**src/adsp_pkg.sv**
```systemverilog
/*
 * Shared constants for the converter serial port: word layout, frame lengths
 * and the clock divider that makes the ADC master clock enable.
 * Assumes a single 100 MHz system clock.
 */
package adsp_pkg;
    localparam int WORD_BITS = 16;
    localparam int LEAD_BITS = 4;
    localparam int CODE_BITS = 12;
    localparam int CONV_EDGES = 19;
    localparam int CLK_HZ = 100_000_000;
    localparam int ADC_CLK_HZ = 2_000_000;
    localparam int HALF_DIV = CLK_HZ / (2 * ADC_CLK_HZ);
    localparam logic [3:0] LEAD_ZERO = 4'h0;
    localparam logic [4:0] CNT_ZERO = 5'h00;
    localparam logic [4:0] CNT_LAST = 5'h10;
    localparam logic [4:0] CNT_CONV = 5'h13;
    localparam logic [11:0] CODE_RESET = 12'h000;
endpackage

```
**src/adsp_shift.sv**
```systemverilog
/*
 * Serial input latch of the DAC: shifts one bit per capture strobe and
 * presents the last W bits from a register.
 * Assumes the caller strobes only inside a frame.
 */
`timescale 1ns/1ps
`default_nettype none
module adsp_shift #(
    parameter int W = 16
) (
    // Clock and reset
    input wire logic clk,
    input wire logic rst_n,
    // Shift control
    input wire logic shift_en,
    input wire logic bit_in,
    // Captured word
    output logic [W-1:0] word_r
);
    always_ff @(posedge clk) begin
        if (!rst_n) begin
            word_r <= '0;
        end else if (shift_en) begin
            word_r <= {word_r[W-2:0], bit_in};
        end
    end
endmodule
`default_nettype wire

```
**src/adsp_port.sv**
```systemverilog
/*
 * Digital control and serial port of a combined 12-bit ADC and DAC.
 * Assumes all pin inputs are synchronous to CLK and open-drain lines are pulled up externally.
 */
// Function
// - Convert-start rising edge starts conversion, holds
// - ADC word: four zeros, 12 bits MSB-first
// - Data changes on rising receive clock edge
// - Frame low at start; bit valid first fall
// - ADC serial outputs are open-drain only
// - Receive clock derived from ADC master clock
// - Gated mode: clock released after conversion
// - Mode input selects gated or continuous clock
// - Input latch and output latch; output drives
// - Transmit bits captured on falling clock edges
// - Sixteen falling edges captured after frame falls
// - First four bits ignored; twelve form code
// - Load strobe fall copies input to output
// - Load held low: update at sixteenth edge
// - Load fall mid-word defers update
// - Load released mid-word cancels update
// - Codes are two's complement, FS/4096 step
// - Gated conversion lasts nineteen clock rises
`timescale 1ns/1ps
`default_nettype none
module adsp_port #(
    parameter int HALF = adsp_pkg::HALF_DIV
) (
    // Clock and reset
    input wire logic CLK,
    input wire logic RST_N,
    // Mode and conversion
    input wire logic CLOCK_CONTINUOUS,
    input wire logic CONVERT_START_N,
    input wire logic [adsp_pkg::CODE_BITS-1:0] ADC_RESULT,
    output logic TRACK_HOLD,
    output logic CONVERTING,
    // Receive serial, open-drain
    input wire logic RX_CLOCK_I,
    output logic RX_CLOCK_O,
    output logic RX_CLOCK_OE,
    input wire logic RX_FRAME_N_I,
    output logic RX_FRAME_N_O,
    output logic RX_FRAME_N_OE,
    input wire logic RX_SERIAL_OUT_I,
    output logic RX_SERIAL_OUT_O,
    output logic RX_SERIAL_OUT_OE,
    // Transmit serial
    input wire logic TX_SERIAL_CLOCK,
    input wire logic TX_FRAME_N,
    input wire logic TX_SERIAL_IN,
    input wire logic DAC_LOAD_N,
    // DAC output latch
    output logic [adsp_pkg::CODE_BITS-1:0] DAC_CODE
);
    import adsp_pkg::*;

    typedef enum logic [1:0] {ADSP_IDLE = 2'b00, ADSP_CONV = 2'b01} adsp_state_t;

    // ------------------------------------------------------------------
    // ADC master clock divider
    // ------------------------------------------------------------------
    logic [7:0] div_r;
    logic mclk_r;
    logic rise_en;
    logic fall_en;
    always_ff @(posedge CLK) begin
        if (!RST_N) begin
            div_r <= 8'h00;
            mclk_r <= 1'b0;
        end else if (div_r == 8'(HALF - 1)) begin
            div_r <= 8'h00;
            mclk_r <= ~mclk_r;
        end else begin
            div_r <= div_r + 8'h01;
        end
    end
    assign rise_en = (div_r == 8'(HALF - 1)) && !mclk_r;
    assign fall_en = (div_r == 8'(HALF - 1)) && mclk_r;

    // ------------------------------------------------------------------
    // Conversion control
    // ------------------------------------------------------------------
    adsp_state_t state_r;
    logic cs_d_r;
    logic start;
    logic [4:0] conv_cnt_r;
    logic [4:0] bit_cnt_r;
    logic [15:0] out_sr_r;
    logic frame_r;
    logic data_r;
    always_ff @(posedge CLK) begin
        if (!RST_N) begin
            cs_d_r <= 1'b1;
        end else begin
            cs_d_r <= CONVERT_START_N;
        end
    end
    assign start = CONVERT_START_N && !cs_d_r && state_r == ADSP_IDLE;

    always_ff @(posedge CLK) begin
        if (!RST_N) begin
            state_r <= ADSP_IDLE;
            conv_cnt_r <= CNT_ZERO;
        end else begin
            unique case (state_r)
                ADSP_IDLE: begin
                    if (start) begin
                        state_r <= ADSP_CONV;
                        conv_cnt_r <= CNT_ZERO;
                    end
                end
                ADSP_CONV: begin
                    if (rise_en) begin
                        if (conv_cnt_r == CNT_CONV - 5'h01) begin
                            state_r <= ADSP_IDLE;
                        end
                        conv_cnt_r <= conv_cnt_r + 5'h01;
                    end
                end
                default: begin
                    state_r <= ADSP_IDLE;
                end
            endcase
        end
    end
    assign CONVERTING = (state_r == ADSP_CONV);
    assign TRACK_HOLD = CONVERTING;

    // ------------------------------------------------------------------
    // Receive clock fall detection
    // ------------------------------------------------------------------
    // The host takes a bit on every fall of the receive clock pin, and switching the gated
    // clock on while the master clock is low makes such a fall too. The word only advances
    // on a rise that follows a pin fall inside the frame, so the first leading zero is the
    // bit that stands at the first fall whatever the master clock phase at start.
    logic rck_oe_d_r;
    logic rck_fell;
    logic fall_seen_r;
    always_ff @(posedge CLK) begin
        if (!RST_N) begin
            rck_oe_d_r <= 1'b0;
        end else begin
            rck_oe_d_r <= RX_CLOCK_OE;
        end
    end
    assign rck_fell = RX_CLOCK_OE && !rck_oe_d_r;

    // ------------------------------------------------------------------
    // ADC serial word out
    // ------------------------------------------------------------------
    always_ff @(posedge CLK) begin
        if (!RST_N) begin
            out_sr_r <= 16'h0000;
            bit_cnt_r <= CNT_ZERO;
            fall_seen_r <= 1'b0;
            frame_r <= 1'b1;
            data_r <= 1'b1;
        end else if (start) begin
            out_sr_r <= {LEAD_ZERO[LEAD_BITS-2:0], ADC_RESULT, 1'b0};
            bit_cnt_r <= CNT_ZERO;
            fall_seen_r <= 1'b0;
            frame_r <= 1'b0;
            data_r <= LEAD_ZERO[LEAD_BITS-1];
        end else if (!frame_r) begin
            if (rck_fell) begin
                fall_seen_r <= 1'b1;
            end
            if (rise_en && (fall_seen_r || rck_fell)) begin
                if (bit_cnt_r == CNT_LAST - 5'h01) begin
                    frame_r <= 1'b1;
                    data_r <= 1'b1;
                end else begin
                    data_r <= out_sr_r[WORD_BITS-1];
                    out_sr_r <= {out_sr_r[WORD_BITS-2:0], 1'b0};
                    bit_cnt_r <= bit_cnt_r + 5'h01;
                end
            end
        end
    end

    // Open-drain: only ever drive low, release otherwise.
    assign RX_FRAME_N_O = 1'b0;
    assign RX_FRAME_N_OE = !frame_r;
    assign RX_SERIAL_OUT_O = 1'b0;
    assign RX_SERIAL_OUT_OE = !frame_r && !data_r;
    assign RX_CLOCK_O = 1'b0;
    assign RX_CLOCK_OE = !mclk_r && (CLOCK_CONTINUOUS || CONVERTING);

    // ------------------------------------------------------------------
    // DAC serial input and load
    // ------------------------------------------------------------------
    logic tx_serial_clock_d_r;
    logic tfs_d_r;
    logic ld_d_r;
    logic tfall;
    logic in_word_r;
    logic [4:0] rx_cnt_r;
    logic cap;
    logic last;
    logic [15:0] in_latch;
    always_ff @(posedge CLK) begin
        if (!RST_N) begin
            tx_serial_clock_d_r <= 1'b1;
            tfs_d_r <= 1'b1;
            ld_d_r <= 1'b1;
        end else begin
            tx_serial_clock_d_r <= TX_SERIAL_CLOCK;
            tfs_d_r <= TX_FRAME_N;
            ld_d_r <= DAC_LOAD_N;
        end
    end
    assign tfall = tx_serial_clock_d_r && !TX_SERIAL_CLOCK;
    assign cap = tfall && in_word_r;
    assign last = cap && rx_cnt_r == CNT_LAST - 5'h01;

    always_ff @(posedge CLK) begin
        if (!RST_N) begin
            in_word_r <= 1'b0;
            rx_cnt_r <= CNT_ZERO;
        end else if (tfs_d_r && !TX_FRAME_N) begin
            in_word_r <= 1'b1;
            rx_cnt_r <= CNT_ZERO;
        end else if (cap) begin
            rx_cnt_r <= rx_cnt_r + 5'h01;
            if (last) begin
                in_word_r <= 1'b0;
            end
        end
    end

    adsp_shift #(
        .W(WORD_BITS)
    ) adsp_shift_i (
        .clk(CLK),
        .rst_n(RST_N),
        .shift_en(cap),
        .bit_in(TX_SERIAL_IN),
        .word_r(in_latch)
    );

    always_ff @(posedge CLK) begin
        if (!RST_N) begin
            DAC_CODE <= CODE_RESET;
        end else if (last && !DAC_LOAD_N) begin
            DAC_CODE <= {in_latch[CODE_BITS-2:0], TX_SERIAL_IN};
        end else if (ld_d_r && !DAC_LOAD_N && !in_word_r) begin
            DAC_CODE <= in_latch[CODE_BITS-1:0];
        end
    end

    // ------------------------------------------------------------------
    // Checks
    // ------------------------------------------------------------------
    a_frame_at_start: assert property (@(posedge CLK) disable iff (!RST_N)
        start |=> RX_FRAME_N_OE)
        else $error("frame not low after start");
    a_first_zero: assert property (@(posedge CLK) disable iff (!RST_N)
        start |=> RX_SERIAL_OUT_OE)
        else $error("first leading zero not driven at start");
    a_word_loaded: assert property (@(posedge CLK) disable iff (!RST_N)
        start |=> {data_r, out_sr_r[WORD_BITS-1:1]} == {LEAD_ZERO, $past(ADC_RESULT)})
        else $error("output word not loaded at start");
    a_conv_ends_gated: assert property (@(posedge CLK) disable iff (!RST_N)
        $fell(CONVERTING) |-> conv_cnt_r == CNT_CONV)
        else $error("conversion length wrong");
    a_clock_released: assert property (@(posedge CLK) disable iff (!RST_N)
        (!CLOCK_CONTINUOUS && !CONVERTING) |-> !RX_CLOCK_OE)
        else $error("clock driven when idle");
    a_gated_release: assert property (@(posedge CLK) disable iff (!RST_N)
        (!CLOCK_CONTINUOUS && CONVERTING && rise_en && conv_cnt_r == CNT_CONV - 5'h01)
        |=> (!CONVERTING && !RX_CLOCK_OE))
        else $error("gated clock not released at conversion end");
    a_od_low_only: assert property (@(posedge CLK) disable iff (!RST_N)
        !RX_SERIAL_OUT_O && !RX_FRAME_N_O && !RX_CLOCK_O)
        else $error("open-drain drove high");
    a_lead_zero: assert property (@(posedge CLK) disable iff (!RST_N)
        (rise_en && !frame_r && (fall_seen_r || rck_fell) && bit_cnt_r < 5'(LEAD_BITS - 1)) |=> !data_r)
        else $error("leading bit not zero");
    a_data_on_rise: assert property (@(posedge CLK) disable iff (!RST_N)
        (!start && !rise_en) |=> $stable(data_r))
        else $error("data changed away from a clock rise");
    a_frame_held: assert property (@(posedge CLK) disable iff (!RST_N)
        (!frame_r && !rise_en) |=> !frame_r)
        else $error("frame released away from a clock rise");
    a_frame_release: assert property (@(posedge CLK) disable iff (!RST_N)
        (rise_en && !frame_r && !start && (fall_seen_r || rck_fell) && bit_cnt_r == CNT_LAST - 5'h01) |=> frame_r)
        else $error("frame not released");
    a_hold_on_start: assert property (@(posedge CLK) disable iff (!RST_N)
        start |=> TRACK_HOLD)
        else $error("no hold at start");
    a_cap_in_word: assert property (@(posedge CLK) disable iff (!RST_N)
        cap |-> rx_cnt_r < CNT_LAST)
        else $error("capture beyond sixteen bits");
    a_no_update_midword: assert property (@(posedge CLK) disable iff (!RST_N)
        (in_word_r && !last) |=> $stable(DAC_CODE))
        else $error("output changed mid word");
    a_load_at_last: assert property (@(posedge CLK) disable iff (!RST_N)
        (last && !DAC_LOAD_N) |=> DAC_CODE == {$past(in_latch[CODE_BITS-2:0]), $past(TX_SERIAL_IN)})
        else $error("sixteenth edge load wrong");
    a_load_cancel: assert property (@(posedge CLK) disable iff (!RST_N)
        (last && DAC_LOAD_N) |=> $stable(DAC_CODE))
        else $error("output changed with load released");
    a_load_on_fall: assert property (@(posedge CLK) disable iff (!RST_N)
        (ld_d_r && !DAC_LOAD_N && !in_word_r) |=> DAC_CODE == $past(in_latch[CODE_BITS-1:0]))
        else $error("load strobe fall did not copy the input latch");
endmodule
`default_nettype wire

```
**config.mk**
```make
export PLATFORM = sky130hd
export DESIGN_NAME = adsp_port
export DESIGN_NICKNAME = d
export VERILOG_FILES = /design/src/adsp_pkg.sv /design/src/adsp_shift.sv /design/src/adsp_port.sv
export SDC_FILE = /design/constraint.sdc
export NUM_CORES = 1
export LEC_CHECK = 0
export ABC_AREA = 1
export ABC_CLOCK_PERIOD_IN_PS = 2800
export BUFFER_PORTS_ARGS = -buffer_cell sky130_fd_sc_hd__buf_2
export CORE_MARGIN = 2
export CORE_UTILIZATION = 48
export DETAILED_ROUTE_END_ITERATION = 12
export GPL_TIMING_DRIVEN = 0
export PLACE_DENSITY = 0.77
export SLEW_MARGIN = 20
export SYNTH_ARGS = -nofsm -noshare
export SYNTH_HDL_FRONTEND = slang
export SYNTH_SLANG_ARGS = --single-unit
```
**constraint.sdc**
```tcl
create_clock -name CLK -period 2.8 [get_ports CLK]
set_clock_uncertainty 0.05 [all_clocks]
set_input_delay 0.42 -clock CLK [delete_from_list [all_inputs] [get_ports CLK]]
set_output_delay 0.42 -clock CLK [all_outputs]
set_load 0.005 [all_outputs]
```
# ---- Word level (Yosys, flattened, before mapping)
# Index checks and enable logic that the tools add are counted.
dict set report classes {
  muxes 24
  bitwise 4
  addsub 4
  n_eq_ne 10
  n_reduce_logical 41
}
# operator n
set op_table {}
lappend op_table {{2-to-1 mux 13 bit} 4}
lappend op_table {{2-to-1 mux 12 bit} 2}
lappend op_table {{adder 5 x 1 -> 5 bit (second input constant)} 3}
lappend op_table {{logical AND 1 bit} 14}
lappend op_table {{AND reduction 3 bit} 4}
lappend op_table {{2-to-1 mux 1 bit} 11}
lappend op_table {{equality test 5 x 4 -> 1 bit (second input constant)} 2}
lappend op_table {{2-to-1 mux 5 bit} 2}
lappend op_table {{case mux 5 bit (2 select lines)} 1}
lappend op_table {{nonzero test 2 bit} 5}
lappend op_table {{zero test 1 bit} 9}
lappend op_table {{adder 8 x 1 -> 8 bit (second input constant)} 1}
lappend op_table {{equality test 8 x 5 -> 1 bit (second input constant)} 1}
lappend op_table {{2-to-1 mux 2 bit} 3}
lappend op_table {{!= test 2 bit (second input constant)} 3}
lappend op_table {{AND reduction 2 bit} 3}
lappend op_table {{OR reduction 2 bit} 3}
lappend op_table {{equality test 5 bit (second input constant)} 1}
lappend op_table {{!= test 2 x 1 -> 1 bit (second input constant)} 2}
lappend op_table {{inverter 1 bit} 4}
lappend op_table {{case mux 2 bit (2 select lines)} 1}
lappend op_table {{equality test 2 x 1 -> 1 bit (second input constant)} 1}
lappend op_table {{zero test 2 bit} 1}
lappend op_table {{logical OR 1 bit} 2}
dict set report word_totals {
  word_cells 102
  input_bits 23
  register_bits 74
  output_inout_bits 20
}

# ---- Logic depth before layout (Yosys ltp)
# Gate-level depths: netlist of run 1.
dict set report depth {
  depth_word 9
  depth_mapped 10
  ltp_nobuf 9
}

# ---- By module
# From an unflattened synthesis of run 1, not the netlist that was laid out.
dict set report unflattened {
  cells_unflattened 483
  area_unflattened_um2 3543.4
}
# module area_per_inst_um2 seq_area_each_um2 instances cells_each
set modules_own_cells {}
lappend modules_own_cells {adsp_port 2869.0 1221.2 1 382}
lappend modules_own_cells {adsp_shift 674.4 320.3 1 101}

# ---- Least setup slack after synthesis of run 1
# OpenSTA, ideal clock, no wires.
dict set report synth_path {
  path_type {flip-flop to flip-flop}
  start {register rx_cnt_r[0]}
  end {register DAC_CODE[4] (netlist bit)}
  arrival_ps 1459
  setup_time_ps 140
  stages_incl_launch_ff 11
  period_less_slack_ps 1650
  path_slack_ps 1150
  t_required_ps 2610
  n_path_buf 1
  path_cell_list {dfxtp_1 -> ha_1 -> inv_1 -> nor3_1 -> ha_1 -> inv_1 -> nor3_2 -> nor2_1 -> buf_2 -> nand2_1 -> a31oi_1}
}
dict set report synth_between {
  elab_chain_cells 4
  elab_cells_between_ends 5
  cone_classes {eq/ne (1); mux (1); reduce/logical (3)}
}
# item line
set synth_rtl {}
lappend synth_rtl {{start: declaration} adsp_port.sv:198} ;# logic [4:0] rx_cnt_r;
lappend synth_rtl {{start signal: assignment} adsp_port.sv:225} ;# rx_cnt_r <= rx_cnt_r + 5'h01;
lappend synth_rtl {{equality test 5 x 4 -> 1 bit (*)} adsp_port.sv:215} ;# assign last = cap && rx_cnt_r == CNT_LAST - 5'h01;
lappend synth_rtl {{logical AND 1 bit (*)} adsp_port.sv:215}
lappend synth_rtl {{logical AND 1 bit (*)} adsp_port.sv:245} ;# end else if (last && !DAC_LOAD_N) begin
lappend synth_rtl {{2-to-1 mux 12 bit / nonzero test 2 bit (equally long branches)} --}
lappend synth_rtl {{end signal: assignment} adsp_port.sv:246} ;# DAC_CODE <= {in_latch[CODE_BITS-2:0], TX_SERIAL_IN};
lappend synth_rtl {{end signal: assignment} adsp_port.sv:248} ;# DAC_CODE <= in_latch[CODE_BITS-1:0];
lappend synth_rtl {{end: declaration} adsp_port.sv:54} ;# output logic [adsp_pkg::CODE_BITS-1:0] DAC_CODE
# Mark *: on every way between the ends. The rest lies on a longest branch, timed or not.
# A chain may end at the register's enable or synchronous reset.

# ---- Worst setup path in the final report of run 1
dict set report layout_path {
  start {register bit_cnt_r[0]}
  end {register out_sr_r[7]}
}
dict set report layout_between {
  elab_chain_cells 3
}
# item line
set layout_rtl {}
lappend layout_rtl {{start: declaration} adsp_port.sv:88} ;# logic [4:0] bit_cnt_r;
lappend layout_rtl {{start signal: assignment} adsp_port.sv:176} ;# bit_cnt_r <= bit_cnt_r + 5'h01;
lappend layout_rtl {{equality test 5 x 4 -> 1 bit} adsp_port.sv:170} ;# if (bit_cnt_r == CNT_LAST - 5'h01) begin
lappend layout_rtl {{!= test 2 bit (no line)} --}
lappend layout_rtl {{AND reduction 3 bit (no line)} --}
lappend layout_rtl {{end signal: assignment} adsp_port.sv:160} ;# out_sr_r <= {LEAD_ZERO[LEAD_BITS-2:0], ADC_RESULT, 1'b0};
lappend layout_rtl {{end signal: assignment} adsp_port.sv:175} ;# out_sr_r <= {out_sr_r[WORD_BITS-2:0], 1'b0};
lappend layout_rtl {{end: declaration} adsp_port.sv:89} ;# logic [15:0] out_sr_r;
# No other way between the ends.

==> parameters.txt, run 1 <==
Parameter                              Value

Place
  Place WS ... 926.4 ps
  Number of buffer cells added on primary ports ... 36
  Instance area at placement ... 3603 µm²
  Total half-perimeter wirelength after legalization and detailed placement ... 4690 µm
  Final weighted congestion in routability-driven placement ... 0.7394

Timing
  Setup violations, final ... 0
  Final Worst Setup Slack ... 900.2 ps
  Transition time at the pin with the least slew margin ... 652.4 ps
  Worst max-slew margin expressed relative to the limit ... 0.5651
  Aggregate negative setup slack ... 0 ps
  Fin crit share ... 0.6785
  Min Tclk post-route ... 1900 ps
  Number of failing hold endpoints at the final stage ... 0
  Unrepaired setup endpoints after global routing ... false
  Maximum clock rate ... 526.4 MHz
  Fin. max-slew vios ... 0

Setup path
  Cell count of the worst reg-to-reg path ... 9
  Register-to-register setup slack ... 900 ps
  Critical path startpoint category ... flip-flop
  Launching point of the worst reg2reg path ... bit_cnt_r[0]
  Crit path max-delay cell type ... sky130_fd_sc_hd__dfxtp_1
  Most repeated library cell on the critical path ... sky130_fd_sc_hd__ha_1
  Start-to-end type of the worst setup path ... reg -> reg
  Number of buffers and inverters on the critical path ... 1
  Req. time, crit path ... 3030 ps
  Kind of cell adding the most delay to the critical path ... adder cells
  Crit-path max FO ... 10
  Ordered cell list for the critical path ... ha_1, nand2_1, nor2_1, ha_1, nor2_8, nand4_4, buf_2, nand3_1, a21oi_2
  Crit-path max cell delay ... 380 ps
  Endpoint class of the critical path ... flip-flop
  Critical path origin ... bit_cnt_r[0]
  Worst Path Arrival ... 2130 ps
  Crit Reg-Reg Endpoint ... out_sr_r[7]

Run
  Max-cap viol count ... 0

Worst hold path
  Hold WC Path Type ... in -> reg
  Number of cells traversed by the worst hold path ... 3
  Worst Hold Endpoint ... tfs_d_r
  Worst Min Path Start ... TX_FRAME_N

Clock network
  Number of setup buffers added after CTS ... 0
  Clock buffer depth ... 2
  H-tree depth reported by CTS ... 3
  Number of clock buffers inserted by TritonCTS ... 9
  Post-CTS Resized ... 0
  CTS Root Cell ... sky130_fd_sc_hd__clkbuf_8
  Number of hold buffers added after cts ... 0
  Source-to-sink clock delay at the later pin of the worst-skew pair ... 350 ps
  Clock-pin slew reported for the worst setup and hold paths after clock tree synthesis ... 80 ps
  Num Clock Sinks ... 73
  Clock tree from TritonCTS ... done

Yosys
  Library cell with the largest summed area after synthesis ... sky130_fd_sc_hd__dfxtp_1
  Syn. warnings ... 0
  Synthesized area ... 3316 µm²
  Cell with the most instances after synthesis ... sky130_fd_sc_hd__nand2_1
  Post-synthesis area per instance ... 7.622 µm²
  Count of flip-flops with a built-in enable after synthesis ... 0
  Synth top area share ... 0.4408
  FFs w/ async S/R, synth ... 0
  Most used flip-flop cell after synthesis ... sky130_fd_sc_hd__dfxtp_1
  Yosys cell types ... 38
  Cell count after synthesis ... 435
  Top area cells in the synthesized netlist ... sky130_fd_sc_hd__dfxtp_1 44%, sky130_fd_sc_hd__nand2_1 12%, sky130_fd_sc_hd__nand3_1 5.1%, sky130_fd_sc_hd__nor2_1 5.0%, sky130_fd_sc_hd__a21oi_1 3.6%
  Number of synthesized register bits ... 73
  Fraction of the yosys area taken by sequential cells ... 0.4408
  Most instantiated cells after synthesis ... 105 x sky130_fd_sc_hd__nand2_1, 73 x sky130_fd_sc_hd__dfxtp_1, 44 x sky130_fd_sc_hd__nor2_1

Final layout
  Ant. Diodes ... 0
  Share of the core filled with cells ... 0.5691
  Fraction of final layout cells with drive strength greater than 1 ... 0.2209
  Summed area of non-filler cells in the final layout ... 3845 µm²
  Synth-to-layout area growth ... 15.96%
  Net count of the finished layout ... 515

Floorplan
  Die Outline Area ... 7588 µm²
  Die Width ... 87.11 µm
  Top-Level Pins ... 43
  Effective utilization at floorplan ... 0.4907
  Standard-cell rows ... 30
  Core Region ... 6756 µm²
  Chip Height ... 87.11 µm

GRT
  Total GRT Usage ... 0.1841
  Pin count of the biggest net entering global routing ... 14
  Antenna violations before repair ... 0
  Global-route wire length before repair ... 11070 µm
  Overflow left after global routing ... 0
  Vias in the first global route ... 2561

Pwr
  Total power ... 2.243 mW
  Power density normalized to cell area ... 583.2 nW/µm²
  Lkg Pwr ... 1.583 nW
  Max rail drop VDD ... 0.3037 mV

Drt
  DRC ... 0
  WL per Instance ... 11.54 µm
  Via density per instance ... 5.067
  Antenna Violating Nets Remaining ... 0
  Number of design-rule violations left by the first detailed-router iteration ... 139
  Vias ... 2883
  Total length of routed wires ... 6566 µm
  DRT Pass-1 Iters ... 5

Outcome
  Status ... finished clean
==> worst min-delay path, stage by stage <==
cell and delay (ps):
sky130_fd_sc_hd__buf_2 70, sky130_fd_sc_hd__inv_1 40, sky130_fd_sc_hd__nand2_1 40
==> worst max path at each step <==
stage                   to  slack, ps  cells past startpoint
4_1_cts        DAC_CODE[4]        890                     10
3_5_place_dp   DAC_CODE[4]        930                     10
3_3_place_gp   DAC_CODE[4]        920                     10
6_report       out_sr_r[7]        900                      9
2_1_floorplan  DAC_CODE[4]       1150                     10
5_1_grt        DAC_CODE[8]        650                     10
==> power by group <==
group / switching [mW] / internal, mW
registers: 0.0227 / 1.07
logic: 0.103 / 0.0602
clock network: 0.398 / 0.593
total: 0.524 / 1.72
==> layout make-up <==
| class | count | area, µm² |
|---|---|---|
| Sequential cell | 73 | 1461 |
| Multi-Input combinational cell | 304 | 1590 |
| Buffer | 22 | 128.9 |
| Clock inverter | 7 | 117.6 |
| Fill cell | 618 | 2912 |
| Inverter | 38 | 142.6 |
| Tap cell | 80 | 100.1 |
| Clock buffer | 9 | 123.9 |
| Timing Repair Buffer | 36 | 180.2 |
==> placed cells by master (no fill, tap or decap), types with 7 or more instances in the layout <==
cell type,synthesis,layout
sky130_fd_sc_hd__a21oi_1,24,24
sky130_fd_sc_hd__a21oi_2,10,10
sky130_fd_sc_hd__a31oi_1,12,12
sky130_fd_sc_hd__buf_2,7,43
sky130_fd_sc_hd__clkbuf_1,7,7
sky130_fd_sc_hd__clkbuf_8,0,9
sky130_fd_sc_hd__dfxtp_1,73,73
sky130_fd_sc_hd__ha_1,8,8
sky130_fd_sc_hd__inv_1,32,32
sky130_fd_sc_hd__nand2_1,105,105
sky130_fd_sc_hd__nand2_2,13,13
sky130_fd_sc_hd__nand3_1,34,34
sky130_fd_sc_hd__nor2_1,44,44
sky130_fd_sc_hd__o21ai_0,23,23
==> kinds of logic after synthesis <==
| kind of cell | count (synthesis) | synth area share |
|---|---|---|
| and+or+nand+nor | 216 | 0.3068 |
| adders and majority gates | 8 | 0.03019 |
| AOI/OAI and AO/OA | 73 | 0.1287 |
| xor gates and xnor gates | 4 | 0.01057 |
| other | 1 | 0.001131 |
| buffers and inverters | 60 | 0.08189 |
| DFF | 73 | 0.4408 |
==> metrics by stage <==
stage	instances	hold WS [ps]
finish	569	205.3
global route	569	208.9
CTS	569	200.2
detailed placement	553	407.7
global placement	553	393.5
floorplan	437	379.7
==> sequential cells by signal (all words and copies together) (netlist names), 5 cells and up <==
register and count:
out_sr_r 15, DAC_CODE 12, adsp_shift_i.word_r 12, div_r 8
bit_cnt_r 5, conv_cnt_r 5, rx_cnt_r 5
==> routing by layer <==
layer / up-vias / share of wire / global-route usage
met3: 10 / 0.046 / 0.05687
li1: 1494 / - / -
met1: 1322 / 0.47 / 0.2264
met5: - / 0 / 0
met4: 0 / 0.014 / 0.06434
met2: 57 / 0.47 / 0.3053
Power figures use the tool's default switching activity.
==> run 2: changes to the inputs <==
ABC_CLOCK_PERIOD_IN_PS = 1600   (was 2800)
PLACE_DENSITY = 0.8   (was 0.77)
clock period = 1.6 ns   (was 2.8 ns; I/O delays follow)
==> parameters.txt, run 2 (synthesized netlist as in run 1, its figures left out) <==
Parameter                              Value

GRT
  Vias in the first global route ... 2825 (+10%)
  Global-route wire length before repair ... 12280 µm (+11%)
  Antenna violations before repair ... 0 (unchanged)
  Pin count of the biggest net entering global routing ... 15 (+1)
  Overflow left after global routing ... 0 (unchanged)
  Total GRT Usage ... 0.2040 (+0.01991)

Final layout
  Max FFs per register ... 15 (unchanged)
  Top register by number of flip-flops ... out_sr_r
  Fraction of final layout cells with drive strength greater than 1 ... 0.3063 (+0.08547)
  Total of fill cells in the finished design ... 559 (-9.5%)
  Synth-to-layout area growth ... 25.51%
  Largest registers ... out_sr_r x15, DAC_CODE x12, adsp_shift_i.word_r x12
  Commonest non-fill, non-tap cells in the layout ... 95 x sky130_fd_sc_hd__nand2_1, 66 x sky130_fd_sc_hd__dfxtp_1, 42 x sky130_fd_sc_hd__nor2_1, 41 x sky130_fd_sc_hd__buf_2, 34 x sky130_fd_sc_hd__nand3_1
  Share of the core filled with cells ... 0.6159 (+0.04685)
  Ant. Diodes ... 0 (unchanged)
  Most common library cell in the layout ignoring fill and taps ... sky130_fd_sc_hd__nand2_1
  Net count of the finished layout ... 532 (+3.3%)
  Post-route insts no fill ... 586 (+3.0%)

Setup path
  Launching point of the worst reg2reg path ... rx_cnt_r[0]
  Crit Reg-Reg Endpoint ... DAC_CODE[5]
  Critical path startpoint category ... flip-flop
  Cell count of the worst reg-to-reg path ... 11 (+2)
  Start-to-end type of the worst setup path ... reg -> reg
  Worst Path Arrival ... 1910 ps (-220 ps)
  Req. time, crit path ... 1780 ps (-1250 ps)
  Register-to-register setup slack ... -130 ps (-1030 ps)
  Endpoint class of the critical path ... flip-flop
  Crit-path max FO ... 5 (-5)

Timing
  Final Worst Setup Slack ... -133.4 ps (-1034 ps)
  Min Tclk post-route ... 1733 ps (-166.4 ps)
  Setup violations, final ... 12 (+12)
  Fin crit share ... 1.083 (+0.4049)
  Fin. max-slew vios ... 0 (unchanged)
  Number of failing hold endpoints at the final stage ... 0 (unchanged)
  Worst max-slew margin expressed relative to the limit ... 0.5587 (-0.006391)
  Maximum clock rate ... 576.9 MHz (+9.6%)
  Unrepaired setup endpoints after global routing ... true
  Transition time at the pin with the least slew margin ... 662.0 ps (+9.587 ps)

Worst hold path
  Worst Hold Endpoint ... tfs_d_r
  Number of cells traversed by the worst hold path ... 3 (unchanged)
  Hold WC Path Type ... in -> reg
  Worst Min Path Start ... TX_FRAME_N

Clock network
  H-tree depth reported by CTS ... 3 (unchanged)
  Number of clock buffers inserted by TritonCTS ... 9 (unchanged)
  Source-to-sink clock delay at the later pin of the worst-skew pair ... 360 ps (about the same)
  Clock-pin slew reported for the worst setup and hold paths after clock tree synthesis ... 90 ps (about the same)
  Num Clock Sinks ... 73 (unchanged)
  CTS Root Cell ... sky130_fd_sc_hd__clkbuf_8
  Clock buffer depth ... 2 (unchanged)
  Number of hold buffers added after cts ... 0 (unchanged)
  Clock tree from TritonCTS ... done

Place
  Final weighted congestion in routability-driven placement ... 0.8346 (+13%)
  Place WS ... -198.4 ps (-1125 ps)
  Number of buffer cells added on primary ports ... 36 (unchanged)
  Total half-perimeter wirelength after legalization and detailed placement ... 4769 µm (+1.7%)
  Post-Place Cells ... 553 (unchanged)

Pwr
  Power density normalized to cell area ... 932.8 nW/µm² (+60%)
  Lkg Pwr ... 1.779 nW (+12%)
  Max rail drop VDD ... 0.5097 mV (+68%)
  Total power ... 3.882 mW (+73%)

Drt
  Via density per instance ... 5.225 (+3.1%)
  DRT Pass-1 Iters ... 5 (unchanged)
  Antenna Violating Nets Remaining ... 0 (unchanged)
  DRC ... 0 (unchanged)
  Total length of routed wires ... 7484 µm (+14%)
  Vias ... 3062 (+6.2%)
  WL per Instance ... 12.77 µm (+11%)
  Number of design-rule violations left by the first detailed-router iteration ... 174 (+25%)

Run
  Max-cap viol count ... 0 (unchanged)

Floorplan
  Chip Height ... 87.11 µm (unchanged)
  Core Region ... 6756 µm² (unchanged)
  Effective utilization at floorplan ... 0.4907 (unchanged)
  Die Width ... 87.11 µm (unchanged)
  Top-Level Pins ... 43 (unchanged)
  Die Outline Area ... 7588 µm² (unchanged)
  Standard-cell rows ... 30 (unchanged)

Outcome
  Failing checks ... negative setup slack
  Status ... complete, but fails checks
run 2: cell count changes in the layout (fill, tap and decap cells not counted), sizes merged:
cell	change
buf	+17
clkinvlp	+2
inv	+1
clkinv	-2
bufinv	-1
run 2: critical path: stages (launching register included):
cell and delay [ps]:
sky130_fd_sc_hd__dfxtp_2 370, sky130_fd_sc_hd__ha_4 150, sky130_fd_sc_hd__inv_2 40, sky130_fd_sc_hd__nor3_2 100
sky130_fd_sc_hd__ha_2 200, sky130_fd_sc_hd__inv_2 50, sky130_fd_sc_hd__nor3_4 180, sky130_fd_sc_hd__buf_6 150
sky130_fd_sc_hd__nor2_4 50, sky130_fd_sc_hd__buf_6 150, sky130_fd_sc_hd__nand2_2 50, sky130_fd_sc_hd__a31oi_1 70
run 2: layer usage:
layer	up-vias	GRT usage	wire [µm]
met2	90	0.3289	3631
met4	0	0.1189	202
met3	20	0.03128	371
met5	-	0	0
met1	1413	0.2586	3278
li1	1539	-	-
run 2: where the power goes:
part | switching, mW | internal [mW] | leakage [nW] | total, mW
clock | 0.751 | 0.891 | 0.106 | 1.64
sequential | 0.0440 | 1.86 | 0.596 | 1.91
combinational | 0.203 | 0.129 | 1.08 | 0.332
total | 0.997 | 2.88 | 1.78 | 3.88
run 2: final cells by class:
cell class              instances  area (µm²)  area share
plain buffers                  22       151.4     0.03638
flip-flops and latches         73        1473      0.3539
multi-input cells             304        1733      0.4164
well taps                      80       100.1     0.02405
inverters                      38       142.6     0.03428
clock inverters                 7       101.3     0.02435
repair buffers                 53       336.6     0.08088
clock buffers                   9       123.9     0.02977
run 2: repair_timing:
item                       4_1_cts  5_1_grt
setup buffers                    8        4
cloned                           3        2
gates resized for setup         30       17
setup endpoints to repair       30       40
pin swaps                       11        7
run 2: stage by stage:
step	TNS (ps)	hold slack, ps	area (µm²)
2_1_floorplan	0	286.6	3359
6_report	-1237	21.63	4161
5_1_grt	-2893	24.87	4161
4_1_cts	-970.0	9.953	4066
3_3_place_gp	-3324	381.2	3640
3_5_place_dp	-4446	385.1	3640
run 2: worst max-delay path by stage:
| stage | from | depth (start not counted) | slack, ps | to |
|---|---|---|---|---|
| after floorplan | rx_cnt_r[1] | 10 | 4 | DAC_CODE[4] |
| after global placement | bit_cnt_r[0] | 9 | -150 | out_sr_r[11] |
| after detailed placement | bit_cnt_r[0] | 9 | -200 | out_sr_r[11] |
| after CTS | rx_cnt_r[0] | 11 | -100 | DAC_CODE[4] |
| after global routing | rx_cnt_r[0] | 11 | -250 | DAC_CODE[4] |
| final | rx_cnt_r[0] | 11 | -130 | DAC_CODE[5] |
==> run 3: changes to the inputs <==
CORE_ASPECT_RATIO = 0.75   (was unset)
PLACE_DENSITY = 0.71   (was 0.8)
==> parameters.txt, run 3 (synthesized netlist as in run 1, its figures left out) <==
Parameter                              Value

Final layout
  Commonest non-fill, non-tap cells in the layout ... 88 x sky130_fd_sc_hd__nand2_1, 65 x sky130_fd_sc_hd__dfxtp_1, 42 x sky130_fd_sc_hd__nor2_1, 41 x sky130_fd_sc_hd__buf_2, 32 x sky130_fd_sc_hd__nand3_1
  Post-route insts no fill ... 596 (+1.7%)
  Summed area of non-filler cells in the final layout ... 4283 µm² (+2.9%)
  Max FFs per register ... 15 (unchanged)
  Ant. Diodes ... 0 (unchanged)
  Fraction of final layout cells with drive strength greater than 1 ... 0.3457 (+0.03938)
  Synth-to-layout area growth ... 29.17%
  Largest registers ... out_sr_r x15, DAC_CODE x12, adsp_shift_i.word_r x12
  Share of the core filled with cells ... 0.6360 (+0.02008)
  Most common library cell in the layout ignoring fill and taps ... sky130_fd_sc_hd__nand2_1
  Total of fill cells in the finished design ... 583 (+4.3%)
  Top register by number of flip-flops ... out_sr_r
  Net count of the finished layout ... 538 (+1.1%)

Setup path
  Req. time, crit path ... 1750 ps (-30 ps)
  Endpoint class of the critical path ... flip-flop
  Start-to-end type of the worst setup path ... reg -> reg
  Crit-path max FO ... 5 (unchanged)
  Worst Path Arrival ... 1860 ps (-50 ps)
  Critical path startpoint category ... flip-flop

Place
  Total half-perimeter wirelength after legalization and detailed placement ... 4885 µm (+2.4%)
  Number of buffer cells added on primary ports ... 36 (unchanged)
  Final weighted congestion in routability-driven placement ... 0.8029 (-3.8%)
  Post-Place Cells ... 557 (+0.72%)
  Instance area at placement ... 3645 µm² (+0.14%)

Timing
  Maximum clock rate ... 583.1 MHz (+1.1%)
  Min Tclk post-route ... 1715 ps (-18.59 ps)
  Fin. max-slew vios ... 0 (unchanged)
  Unrepaired setup endpoints after global routing ... true
  Worst max-slew margin expressed relative to the limit ... 0.5060 (-0.05266)
  Setup violations, final ... 26 (+14)
  Transition time at the pin with the least slew margin ... 741.0 ps (+78.99 ps)
  Final Worst Setup Slack ... -114.9 ps (+18.59 ps)
  Hold Slack ... 33.04 ps (+11.41 ps)
  Fin crit share ... 1.072 (-0.01162)
  Number of failing hold endpoints at the final stage ... 0 (unchanged)

Clock network
  H-tree depth reported by CTS ... 3 (unchanged)
  CTS Root Cell ... sky130_fd_sc_hd__clkbuf_8
  Source-to-sink clock delay at the later pin of the worst-skew pair ... 340 ps (-20 ps)
  Clock-pin slew reported for the worst setup and hold paths after clock tree synthesis ... 70 ps (-20 ps)
  Number of clock buffers inserted by TritonCTS ... 9 (unchanged)
  Clock buffer depth ... 2 (unchanged)
  Clock tree from TritonCTS ... done
  Number of hold buffers added after cts ... 0 (unchanged)
  Num Clock Sinks ... 73 (unchanged)

GRT
  Most utilized layer in the global route result ... met2
  Vias in the first global route ... 2779 (-1.6%)
  Global-route wire length before repair ... 12690 µm (+3.3%)
  Overflow left after global routing ... 0 (unchanged)
  Met1 demand-to-capacity share in global routing ... 0.2899 (+0.03135)
  Antenna violations before repair ... 0 (unchanged)
  Pin count of the biggest net entering global routing ... 13 (-2)
  Global-route track usage on met3 ... 0.06514 (+0.03386)
  Total GRT Usage ... 0.2065 (+0.002532)
  Global routing met2 resource utilization ... 0.3149 (-0.01407)

Outcome
  Status ... complete, but fails checks
  Failing checks ... negative setup slack

Drt
  WL per Instance ... 12.74 µm (-0.27%)
  Total length of routed wires ... 7591 µm (+1.4%)
  Via density per instance ... 5.062 (-3.1%)
  DRC ... 0 (unchanged)
  Vias ... 3017 (-1.5%)
  DRT Pass-1 Iters ... 4 (-1)
  Number of design-rule violations left by the first detailed-router iteration ... 172 (-1.1%)
  Antenna Violating Nets Remaining ... 0 (unchanged)

Run
  Max-cap viol count ... 0 (unchanged)

Floorplan
  Die Outline Area ... 7595 µm² (about the same)
  Chip Height ... 75.98 µm (-13%)
  Top-Level Pins ... 43 (unchanged)
  Standard-cell rows ... 26 (-13%)
  Die Width ... 99.97 µm (+15%)
  Core Region ... 6734 µm² (-0.33%)
  Effective utilization at floorplan ... 0.4924 (+0.001641)

Pwr
  Max rail drop VDD ... 0.5373 mV (+5.4%)
  Power density normalized to cell area ... 851.4 nW/µm² (-8.7%)
  Lkg Pwr ... 1.826 nW (+2.6%)

Worst hold path
  Hold WC Path Type ... in -> reg
## run 3: changes by cell type in the layout (fill, tap and decap cells not counted), sizes merged
cell      change
bufinv        -1
clkbuf        +2
buf           +6
clkinvlp      -1
clkinv        +2
inv           -2
## run 3: worst max-delay path: stages (launching register included)
cell                      delay (ps)
sky130_fd_sc_hd__dfxtp_2         360
sky130_fd_sc_hd__ha_4            140
sky130_fd_sc_hd__inv_2            40
sky130_fd_sc_hd__nor3_2          100
sky130_fd_sc_hd__ha_2            200
sky130_fd_sc_hd__inv_2            50
sky130_fd_sc_hd__nor3_4          170
sky130_fd_sc_hd__buf_6           150
sky130_fd_sc_hd__nor2_4           50
sky130_fd_sc_hd__buf_6           150
sky130_fd_sc_hd__nand2_2          50
sky130_fd_sc_hd__a31oi_1          60
## run 3: repair_timing
item | CTS | global route
buffers inserted | 10 | 8
setup endpoints to repair | 30 | 42
pin swaps | 7 | 18
resized for setup | 29 | 46
gates cloned | 4 | 1
endpoints found under the hold margin | 0 | 0
## run 3: path summary, 6_finish.rpt
path | depth (start not counted) | end | slack (ps) | startpoint
worst max-delay path | 11 | DAC_CODE[5] | -110 | rx_cnt_r[0]
worst min-delay path | 3 | tfs_d_r | 30 | TX_FRAME_N
worst max register to register | 11 | DAC_CODE[5] | -110 | rx_cnt_r[0]
worst min register to register | 2 | rx_cnt_r[3] | 410 | rx_cnt_r[3]
## run 3: power breakdown
part	internal (mW)	switching, mW	total, mW
registers	1.87	0.0425	1.91
clock network	0.718	0.669	1.39
logic	0.136	0.213	0.349
total	2.72	0.925	3.65
## run 3: per-stage QoR
step / setup slack (ps) / power, mW / setup TNS (ps)
floorplan: 3.611 / 2.141 / 0
global placement: -158.5 / 2.231 / -3832
detailed placement: -210.0 / 2.240 / -4866
CTS: -106.4 / 3.646 / -1266
global route: -235.6 / 3.801 / -4283
finish: -114.9 / 3.647 / -1821
## run 3: cell type report
cell class	count	area (µm²)	share of cell area
buffer	22	151.4	0.03535
clock inverter	5	56.30	0.01315
timing repair buffer	59	392.9	0.09173
sequential	73	1471	0.3436
inverter	38	145.1	0.03389
multi-input combinational	304	1829	0.4271
tap	84	105.1	0.02454
clock buffer	11	131.4	0.03067
## run 3: metal layers
metal | up-vias | routed length, µm
met3 | 7 | 430
met2 | 73 | 3334
li1 | 1541 | -
met4 | 0 | 73
met1 | 1396 | 3753
met5 | - | 0
